File: config.mk
export PLATFORM = sky130hd
export DESIGN_NAME = dec_top
export DESIGN_NICKNAME = d
export VERILOG_FILES = /design/src/include/dec_pkg.sv /design/src/rtl/dec_wb_slave.sv /design/src/rtl/dec_sync_tracker.sv /design/src/rtl/dec_top.sv
export SDC_FILE = /design/constraint.sdc
export NUM_CORES = 1
export LEC_CHECK = 0
export BUFFER_PORTS_ARGS = -buffer_cell sky130_fd_sc_hd__buf_2
export CELL_PAD_IN_SITES_DETAIL_PLACEMENT = 0
export CELL_PAD_IN_SITES_GLOBAL_PLACEMENT = 1
export CORE_MARGIN = 4
export CORE_UTILIZATION = 40
export CTS_CLUSTER_SIZE = 40
export DETAILED_ROUTE_END_ITERATION = 16
export PLACE_DENSITY = 0.78
export SKIP_CTS_REPAIR_TIMING = 1
export SLEW_MARGIN = 20
export SYNTH_ARGS = -nofsm -noshare
export SYNTH_HDL_FRONTEND = slang
export SYNTH_HIERARCHICAL = 1
export SYNTH_SLANG_ARGS = --single-unit
File: constraint.sdc
create_clock -name clk_i -period 2.6 [get_ports clk_i]
set_clock_uncertainty 0.2 [all_clocks]
set_input_delay 0.26 -clock clk_i [delete_from_list [all_inputs] [get_ports clk_i]]
set_output_delay 0.26 -clock clk_i [all_outputs]
set_load 0.02 [all_outputs]
File: src/include/dec_pkg.sv
package dec_pkg;

    // ****************************************************
    // Register indices; byte address is four times these
    // ****************************************************
    localparam logic [3:0] DEC_IDX_OUTPUT_CONTROL = 4'h1;
    localparam logic [3:0] DEC_IDX_EVENT_CONTROL = 4'h2;
    localparam logic [3:0] DEC_IDX_INT_ENABLE_CLEAR = 4'h4;
    localparam logic [3:0] DEC_IDX_INT_ENABLE_SET = 4'h5;
    localparam logic [3:0] DEC_IDX_INT_FLAGS = 4'h6;
    localparam logic [3:0] DEC_IDX_SYNC_STATUS = 4'h7;
    localparam logic [3:0] DEC_IDX_DATA = 4'h8;
    localparam logic [3:0] DEC_IDX_SAMPLE_BUFFER = 4'hc;

    // ****************************************************
    // Field positions
    // ****************************************************
    localparam int DEC_BIT_EXT_OUT = 0;
    localparam int DEC_BIT_INT_OUT = 1;
    localparam int DEC_BIT_LEFT = 2;
    localparam int DEC_BIT_START_IN = 0;
    localparam int DEC_BIT_EMPTY_OUT = 1;
    localparam int DEC_BIT_UNDERRUN = 0;
    localparam int DEC_BIT_EMPTY = 1;
    localparam int DEC_BIT_SYNC_READY = 2;
    localparam int DEC_BIT_SYNC_BUSY = 7;
    localparam int DEC_RIGHT_LSB = 0;
    localparam int DEC_LEFT_LSB = 6;

    // ****************************************************
    // Reset values and writable masks
    // ****************************************************
    localparam logic [7:0] DEC_RST_BYTE = 8'h00;
    localparam logic [15:0] DEC_RST_WORD = 16'h0000;
    localparam logic [2:0] DEC_OUTCTL_MASK = 3'h7;
    localparam logic [1:0] DEC_EVCTL_MASK = 2'h3;
    localparam logic [2:0] DEC_INT_MASK = 3'h7;

    // ****************************************************
    // Timing: clock-domain crossing time in bus cycles
    // ****************************************************
    localparam int DEC_SYNC_CYCLES = 4;

    // Synchroniser tracker states
    typedef enum logic [0:0] {
        DEC_SYNC_IDLE = 1'b0,
        DEC_SYNC_BUSY = 1'b1
    } dec_sync_state_type;

endpackage : dec_pkg

File: src/rtl/dec_wb_slave.sv
`timescale 1ns/1ps
module dec_wb_slave
    import dec_pkg::*;
#(
    parameter int ADDR_W = 6
) (
    // Clock and reset
    input wire logic clk_i,
    input wire logic rst_i,
    // Wishbone request
    input wire logic cyc_i,
    input wire logic stb_i,
    input wire logic we_i,
    input wire logic [ADDR_W-1:0] adr_i,
    // Decoded strobes
    output logic ack_o,
    output logic wr_stb_o,
    output logic rd_stb_o,
    output logic [3:0] idx_o
);

    // ****************************************************
    // Acknowledge state
    // ****************************************************
    typedef struct packed {
        logic ack;
    } dec_wb_state_type;

    dec_wb_state_type st_q;
    dec_wb_state_type st_d;
    logic req;

    // One wait state, then ack for exactly one cycle
    always_comb begin
        req = cyc_i & stb_i;
        st_d = st_q;
        st_d.ack = req & ~st_q.ack;
    end

    always_ff @(posedge clk_i) begin
        if (rst_i) begin
            st_q <= '0;
        end else begin
            st_q <= st_d;
        end
    end

    // Writes land on the ack edge; reads sample the cycle before
    assign ack_o = st_q.ack;
    assign wr_stb_o = req & we_i & st_q.ack;
    assign rd_stb_o = req & ~we_i & ~st_q.ack;
    assign idx_o = adr_i[5:2];

endmodule : dec_wb_slave

File: src/rtl/dec_sync_tracker.sv
`timescale 1ns/1ps
module dec_sync_tracker
    import dec_pkg::*;
#(
    parameter int SYNC_CYCLES = DEC_SYNC_CYCLES
) (
    // Clock and reset
    input wire logic clk_i,
    input wire logic rst_i,
    // Handshake
    input wire logic start_i,
    output logic busy_o,
    output logic done_o
);

    typedef struct packed {
        dec_sync_state_type state;
        logic [7:0] cnt;
        logic done;
    } dec_trk_state_type;

    dec_trk_state_type st_q;
    dec_trk_state_type st_d;

    // Models the crossing delay; a new start restarts the count
    always_comb begin
        st_d = st_q;
        st_d.done = 1'b0;
        case (st_q.state)
            DEC_SYNC_IDLE: begin
                if (start_i) begin
                    st_d.state = DEC_SYNC_BUSY;
                    st_d.cnt = 8'(SYNC_CYCLES - 1);
                end
            end
            DEC_SYNC_BUSY: begin
                if (start_i) begin
                    st_d.cnt = 8'(SYNC_CYCLES - 1);
                end else if (st_q.cnt == 8'h00) begin
                    st_d.state = DEC_SYNC_IDLE;
                    st_d.done = 1'b1;
                end else begin
                    st_d.cnt = st_q.cnt - 8'h01;
                end
            end
            default: begin
                st_d.state = DEC_SYNC_IDLE;
            end
        endcase
    end

    always_ff @(posedge clk_i) begin
        if (rst_i) begin
            st_q <= '0;
        end else begin
            st_q <= st_d;
        end
    end

    assign busy_o = (st_q.state == DEC_SYNC_BUSY);
    assign done_o = st_q.done;

endmodule : dec_sync_tracker

File: src/rtl/dec_top.sv
// Our own choice: the Wishbone interface to the registers.
`timescale 1ns/1ps
// Summary of operation
// - Internal enable routes output to comparator
// - External enable drives output pin buffer
// - Empty event out when buffer empties
// - Start event moves buffer into data
// - Enable set and clear share bits
// - Enable set: one sets, zero ignored
// - Enable clear bit 0 clears underrun
// - Enable clear bits 2,1 clear sync,empty
// - Buffer move sets empty flag, interrupt
// - Empty cleared by one or buffer write
// - Start event on empty buffer: underrun
// - Underrun cleared only by writing one
// - Busy bit 7 tracks synchronization
// - Left alignment picks bits 15:6 or 9:0
// - Buffer holds next sample for data
module dec_top
    import dec_pkg::*;
#(
    parameter int ADDR_W = 6,
    parameter int SYNC_CYCLES = DEC_SYNC_CYCLES
) (
    // Clock and reset
    input wire logic clk_i,
    input wire logic rst_i,
    // Wishbone slave
    input wire logic cyc_i,
    input wire logic stb_i,
    input wire logic we_i,
    input wire logic [ADDR_W-1:0] adr_i,
    input wire logic [3:0] sel_i,
    input wire logic [31:0] dat_i,
    output logic [31:0] dat_o,
    output logic ack_o,
    // Event link
    input wire logic start_event_i,
    output logic empty_event_o,
    // Converter core
    output logic [9:0] conv_value_o,
    output logic conv_start_o,
    output logic internal_output_enable_o,
    output logic external_output_enable_o,
    // Interrupt
    output logic irq_o
);

    // ****************************************************
    // State
    // ****************************************************
    typedef struct packed {
        logic [2:0] outctl;
        logic [1:0] evctl;
        logic [2:0] inten;
        logic [2:0] flags;
        logic [15:0] data;
        logic [15:0] sample_buffer;
        logic buf_full;
        logic [31:0] rdata;
        logic [9:0] value;
        logic conv_start;
        logic empty_ev;
        logic int_route;
        logic ext_drive;
        logic irq;
    } dec_state_type;

    dec_state_type st_q;
    dec_state_type st_d;

    logic wr_stb;
    logic rd_stb;
    logic [3:0] idx;
    logic sync_start;
    logic sync_busy;
    logic sync_done;

    // ****************************************************
    // Bus front end and crossing tracker
    // ****************************************************
    dec_wb_slave #(
        .ADDR_W(ADDR_W)
    ) u_bus (
        .clk_i(clk_i),
        .rst_i(rst_i),
        .cyc_i(cyc_i),
        .stb_i(stb_i),
        .we_i(we_i),
        .adr_i(adr_i),
        .ack_o(ack_o),
        .wr_stb_o(wr_stb),
        .rd_stb_o(rd_stb),
        .idx_o(idx)
    );

    dec_sync_tracker #(
        .SYNC_CYCLES(SYNC_CYCLES)
    ) u_sync (
        .clk_i(clk_i),
        .rst_i(rst_i),
        .start_i(sync_start),
        .busy_o(sync_busy),
        .done_o(sync_done)
    );

    // ****************************************************
    // Write decode
    // ****************************************************
    logic wr_lo;
    logic wr_hi;
    logic wr_outctl;
    logic wr_evctl;
    logic wr_inten_clr;
    logic wr_inten_set;
    logic wr_flags;
    logic wr_data;
    logic wr_buf;
    logic [7:0] wb0;

    // Byte lane 0 carries the 8-bit registers
    always_comb begin
        wb0 = dat_i[7:0];
        wr_lo = wr_stb & sel_i[0];
        wr_hi = wr_stb & sel_i[1];
        wr_outctl = wr_lo & (idx == DEC_IDX_OUTPUT_CONTROL);
        wr_evctl = wr_lo & (idx == DEC_IDX_EVENT_CONTROL);
        wr_inten_clr = wr_lo & (idx == DEC_IDX_INT_ENABLE_CLEAR);
        wr_inten_set = wr_lo & (idx == DEC_IDX_INT_ENABLE_SET);
        wr_flags = wr_lo & (idx == DEC_IDX_INT_FLAGS);
        wr_data = (wr_lo | wr_hi) & (idx == DEC_IDX_DATA);
        wr_buf = (wr_lo | wr_hi) & (idx == DEC_IDX_SAMPLE_BUFFER);
    end

    // Synchronized registers restart the crossing tracker; a
    // write while busy restarts the count, so software must
    // wait for busy to clear or the earlier update is lost
    assign sync_start = wr_outctl | wr_data | wr_buf;

    // ****************************************************
    // Conversion path events
    // ****************************************************
    logic ev_taken;
    logic move;
    logic underrun;

    always_comb begin
        ev_taken = start_event_i & st_q.evctl[DEC_BIT_START_IN];
        move = ev_taken & st_q.buf_full;
        underrun = ev_taken & ~st_q.buf_full;
    end

    // Merges a byte-masked write into a 16-bit register
    function automatic logic [15:0] dec_merge(
        input logic [15:0] old,
        input logic [31:0] wd,
        input logic [3:0] sel
    );
        logic [15:0] res;
        res = old;
        if (sel[0]) begin
            res[7:0] = wd[7:0];
        end
        if (sel[1]) begin
            res[15:8] = wd[15:8];
        end
        return res;
    endfunction : dec_merge

    // Extracts the 10-bit sample for the chosen alignment
    function automatic logic [9:0] dec_align(
        input logic [15:0] w,
        input logic left
    );
        logic [9:0] res;
        res = left ? w[DEC_LEFT_LSB +: 10] : w[DEC_RIGHT_LSB +: 10];
        return res;
    endfunction : dec_align

    // ****************************************************
    // Interrupt enables
    // ****************************************************
    logic [2:0] inten_n;

    // One shared enable set behind two addresses. The set and
    // clear indices never meet in one cycle, so the order of
    // the two tests below does not matter.
    always_comb begin
        inten_n = st_q.inten;
        if (wr_inten_set) begin
            inten_n = st_q.inten | (wb0[2:0] & DEC_INT_MASK);
        end
        if (wr_inten_clr) begin
            inten_n = st_q.inten & ~(wb0[2:0] & DEC_INT_MASK);
        end
    end

    // ****************************************************
    // Interrupt flags and request
    // ****************************************************
    logic [2:0] set_f;
    logic [2:0] clr_f;
    wire logic [2:0] flags_n;
    wire logic [2:0] pend;

    // Hardware sources on one side, write-one clears on the
    // other; a buffer refill also clears the empty flag
    always_comb begin
        set_f = 3'h0;
        set_f[DEC_BIT_EMPTY] = move;
        set_f[DEC_BIT_UNDERRUN] = underrun;
        set_f[DEC_BIT_SYNC_READY] = sync_done;
        clr_f = 3'h0;
        if (wr_flags) begin
            clr_f = wb0[2:0] & DEC_INT_MASK;
        end
        if (wr_buf) begin
            clr_f[DEC_BIT_EMPTY] = 1'b1;
        end
    end

    // Per flag: a set in the clearing cycle is never lost. The
    // price is a second clear when software races an event,
    // which is cheaper than missing a conversion event.
    for (genvar gi = 0; gi < 3; gi++) begin : g_flag
        assign flags_n[gi] = (st_q.flags[gi] & ~clr_f[gi]) | set_f[gi];
        assign pend[gi] = flags_n[gi] & inten_n[gi];
    end

    // ****************************************************
    // Read-back multiplexer
    // ****************************************************
    logic [31:0] rd_word;

    // Unmapped, write-only and reserved bits read as zero, so
    // a driver probing the map never sees a stale bus value.
    // The word is captured one cycle ahead of ack, so dat_o
    // is settled when the master samples it.
    always_comb begin
        rd_word = 32'h0000_0000;
        case (idx)
            DEC_IDX_OUTPUT_CONTROL: begin
                rd_word[2:0] = st_q.outctl;
            end
            DEC_IDX_EVENT_CONTROL: begin
                rd_word[1:0] = st_q.evctl;
            end
            DEC_IDX_INT_ENABLE_CLEAR,
            DEC_IDX_INT_ENABLE_SET: begin
                rd_word[2:0] = st_q.inten;
            end
            DEC_IDX_INT_FLAGS: begin
                rd_word[2:0] = st_q.flags;
            end
            DEC_IDX_SYNC_STATUS: begin
                rd_word[DEC_BIT_SYNC_BUSY] = sync_busy;
            end
            default: begin
                rd_word = 32'h0000_0000;
            end
        endcase
    end

    // ****************************************************
    // Next state
    // ****************************************************
    logic [15:0] data_n;

    always_comb begin
        st_d = st_q;
        st_d.conv_start = 1'b0;
        st_d.empty_ev = 1'b0;

        // Plain control registers
        if (wr_outctl) begin
            st_d.outctl = wb0[2:0] & DEC_OUTCTL_MASK;
        end
        if (wr_evctl) begin
            st_d.evctl = wb0[1:0] & DEC_EVCTL_MASK;
        end

        // Enables and flags come from their own logic above, so
        // this process only registers them
        st_d.inten = inten_n;
        st_d.flags = flags_n;

        // Sample path: buffer feeds data on each start event taken by the enabled input that finds it full
        data_n = st_q.data;
        if (move) begin
            data_n = st_q.sample_buffer;
            st_d.buf_full = 1'b0;
            st_d.conv_start = 1'b1;
            st_d.empty_ev = st_q.evctl[DEC_BIT_EMPTY_OUT];
        end
        // A direct write to data wins over the buffered sample
        if (wr_data) begin
            data_n = dec_merge(st_q.data, dat_i, sel_i);
            st_d.conv_start = 1'b1;
        end
        st_d.data = data_n;
        // Refill after the move so the old sample is used first
        if (wr_buf) begin
            st_d.sample_buffer = dec_merge(st_q.sample_buffer, dat_i,
                sel_i);
            st_d.buf_full = 1'b1;
        end

        // Outputs towards the core, all registered
        st_d.value = dec_align(data_n, st_d.outctl[DEC_BIT_LEFT]);
        st_d.int_route = st_d.outctl[DEC_BIT_INT_OUT];
        st_d.ext_drive = st_d.outctl[DEC_BIT_EXT_OUT];
        st_d.irq = |pend;

        // Read data is captured the cycle before ack
        if (rd_stb) begin
            st_d.rdata = rd_word;
        end
    end

    // ****************************************************
    // State register
    // ****************************************************
    always_ff @(posedge clk_i) begin
        if (rst_i) begin
            st_q <= '0;
        end else begin
            st_q <= st_d;
        end
    end

    // Ports straight from the state flops: the core and the
    // event system never see a glitch from the bus decode, at
    // the price of one cycle of latency on every path
    assign dat_o = st_q.rdata;
    assign empty_event_o = st_q.empty_ev;
    assign conv_value_o = st_q.value;
    assign conv_start_o = st_q.conv_start;
    assign internal_output_enable_o = st_q.int_route;
    assign external_output_enable_o = st_q.ext_drive;
    assign irq_o = st_q.irq;

endmodule : dec_top

==> run metrics <==
crit path DAT=2.36 ns; Sw Share=28.04%; fmax=438.9 MHz; Clk Latency, worst-skew pair=0.35 ns; placed cell area=3861 um2; startpoint types=flip-flop; CP Max Fanout=8; sequential area share after synthesis=about two fifths; post-layout net count=488; routing usage on met1=between 10% and 20%; Total GRT Usage=about 15%; GPL Wtd Cong=0.7924; xor and xnor fraction of the mapped netlist area=0%; sequential share of power=a little over half; power per cell area=508.1 nW/um2; Sequential cell area=between 1000 and 1500 um2; antenna viol nets, final=0; HPWL Detailed=just under 6000 um; crit path cell chain=and4_2 > nand4bb_1 > or2_0 > a211oi_1 > o22a_1; Hold Crit Class=input port to flip-flop; RSZ-0062 raised after global routing=false; data required time of the worst path=roughly 2.7 ns; Slew Limit Fails=0; Core Rows=34; H-tree Lvls=3; VDD IR max=0.2115 mV; crit share post-route=87.63%; Starting DRT DRC Count=160; largest family of logic cells by synthesized area=simple AND/OR/NAND/NOR gates; Hold Fails Final Rpt=0; Die Y=between 100 and 150 um; Rel. slew slack=61.35%; WHS=0.006478 ns; worst reg2reg path startpoint=u_bus/ack_o; vias in the first global route=2753; CP peak stage delay=0.49 ns; core area=between 8000 and 9000 um2; synthesis-to-finish area growth=12.08%; Internal=approximately 1.5 mW; sw power=593.9 uW; Adder-Cell Fraction of Synth Area=less than 1%; register bit total from synthesis=between 70 and 80; via count=2828; Min-Delay Endpoint=u_bus/ack_o; Post-synth ARST share=0%; commonest non-fill, non-tap cell in the layout=dfxtp_1; leakage=1.913 nW; Clk pwr share=40.4%; Initial Util=a little over two fifths; pre-CTS setup slack=0.3577 ns; diodes inserted=0; Post-synth EDFFs=0; setup violators final=0; TritonRoute pass-1 iters=4; Clock Path Buffers=2; met3 Usage GRT=3.724%; Slew @ Worst Pin=just under 0.6 ns; clk sinks=a little over 70; layout cells sized above 1=21.67%; crit path capture type=flip-flop; hold depth=2; outcome=completed; Die ar.=between 10000 and 15000 um2; CTS tree=built; Post-Synthesis Cells=391; Die X=104.4 um; CTS Buf Count=9; compound-gate portion of the synthesized area=14.09%; capturing point of the worst reg2reg path=conv_value_o[5]; drt total wl=8397 um; Primary FF master, synth=dfxtp_1; Logic pwr share=approximately 7.5%; mux cell area share after synthesis=16.11%; IO Pins=between 90 and 100; Port Buffers=47; MaxCap Viol Count=0; Synth Area per Inst=9.514 um2; Synth Area in Simple Gates=between 10% and 20%; Clk pin slew, worst setup/hold paths=0.09 ns; initial antenna violation count=0; Fill cells=847; Root Buffer=clkbuf_8; commonest cells after routing, fill and taps aside=72 x dfxtp_1, 52 x mux2i_1, 47 x buf_2; Vias/cell=5.132; grt peak-use layer=met2; first-pass GRT wire length=13460 um; wire per inst=15.24 um; Tmin final=2.278 ns; Multi-input gate area=1893 um2; fin area=4169 um2; grt ovf=0; residual DRC count=0; r2r worst-path depth=5; GR Util met2=24.63%; min setup slack post-route=approximately 0.32 ns; WS Path Type=flip-flop to flip-flop; hold_sp=stb_i; maximum number of pins on one net before global-route repair=26; Sum Neg Setup Slack=0 ns; mapped cell area=3720 um2; Max stage delay cell, worst path=a211oi_1; synth warn=6; Cell variety after synth=68; FF-to-FF setup slack=0.32 ns
-- cell families after synthesis --
logic type,Yosys count
fa+ha+maj,2
compound gates,68
other cells,1
flops,72
simple gates,112
mux,59
buf+inv,77
-- worst max-delay path by stage --
stage | start | end | slack (ns) | depth (start not counted)
5_1_grt | u_bus/ack_o | u_sync/st_q[1] | 0.18 | 7
3_5_place_dp | adr_i[3] | u_sync/st_q[1] | 0.36 | 7
3_3_place_gp | adr_i[3] | u_sync/st_q[1] | 0.39 | 7
6_report | u_bus/ack_o | conv_value_o[5] | 0.32 | 5
4_1_cts | u_bus/ack_o | u_sync/st_q[1] | 0.38 | 7
2_1_floorplan | adr_i[4] | u_sync/st_q[1] | 0.34 | 8
-- critical path: cells and delay by family, from the launching register on --
| family | cells | cell delay (ns) |
|---|---|---|
| compound gates | 2 | 0.74 |
| flops | 1 | 0.36 |
| simple gates | 3 | 0.91 |
-- state kept, by name, indices dropped and copies added, names as in the netlist --
name and count:
irq_o 1, conv_value_o 10, u_sync/st_q 8, u_sync/busy_o 1, dat_o 4, u_bus/ack_o 1
u_sync/done_o 1, st_q 44, conv_start_o 1, empty_event_o 1
-- power by group through the flow --
stage	clock network [mW]	logic [mW]	registers, mW
floorplan	0	0.131	1.13
global placement	0	0.142	1.13
detailed placement	0	0.144	1.13
CTS	0.883	0.145	1.10
global route	0.927	0.173	1.10
finish	0.856	0.159	1.10
-- synth_stat cells (2+ instances only) --
cell type  instances  share of area, %
a2111oi_0          6               1.4
a211oi_1           8               1.6
a21oi_1           14               1.9
a2bb2oi_1          3              0.71
and2_1             4              0.67
and3_1             2              0.34
and4bb_1           2              0.67
buf_1              2              0.20
buf_2              6              0.81
buf_4             46               9.3
buf_6              2              0.61
clkbuf_1           8              0.81
dfxtp_1           72                39
ha_1               2              0.67
inv_1             12               1.2
mux2_2             7               2.1
mux2i_1           52                14
nand2_1            8              0.81
nand2b_1           3              0.50
nand3_1            5              0.67
nand3b_1           6               1.2
nand4b_1           2              0.47
nor2_1            41               4.1
nor2b_1           11               1.9
nor3_1             4              0.54
o2111a_1           2              0.61
o211ai_1           3              0.61
o21ai_0            6              0.81
o22a_1             2              0.47
o22ai_1            3              0.50
o31ai_1            2              0.40
o41ai_1            2              0.47
or2_2              3              0.50
or3_1              3              0.50
or3b_1             2              0.47
or4_1              2              0.40
or4b_1             2              0.54
-- per-layer routing --
metal,part of all wire [%],wire length [um]
met1,49,4146
met2,47,3906
met3,3.3,274
met4,0.85,71
met5,0,0
-- layout make-up --
cell class                 count  area share [%]
sequential                    72           34.57
inverter                      13           1.230
tap                          108           3.241
multi-input combinational    269           45.41
timing repair buffer          73           11.04
clock buffer                   9           2.971
clock inverter                 7           1.531
-- metrics by stage --
stage          cells  util, %  power (mW)
2_1_floorplan    418        -       1.261
3_3_place_gp     523    43.43       1.272
3_5_place_dp     523    43.43       1.273
4_1_cts          539    45.54       2.131
5_1_grt          551    46.89       2.203
6_report         551    46.89       2.118
Power figures use the tool's default switching activity.
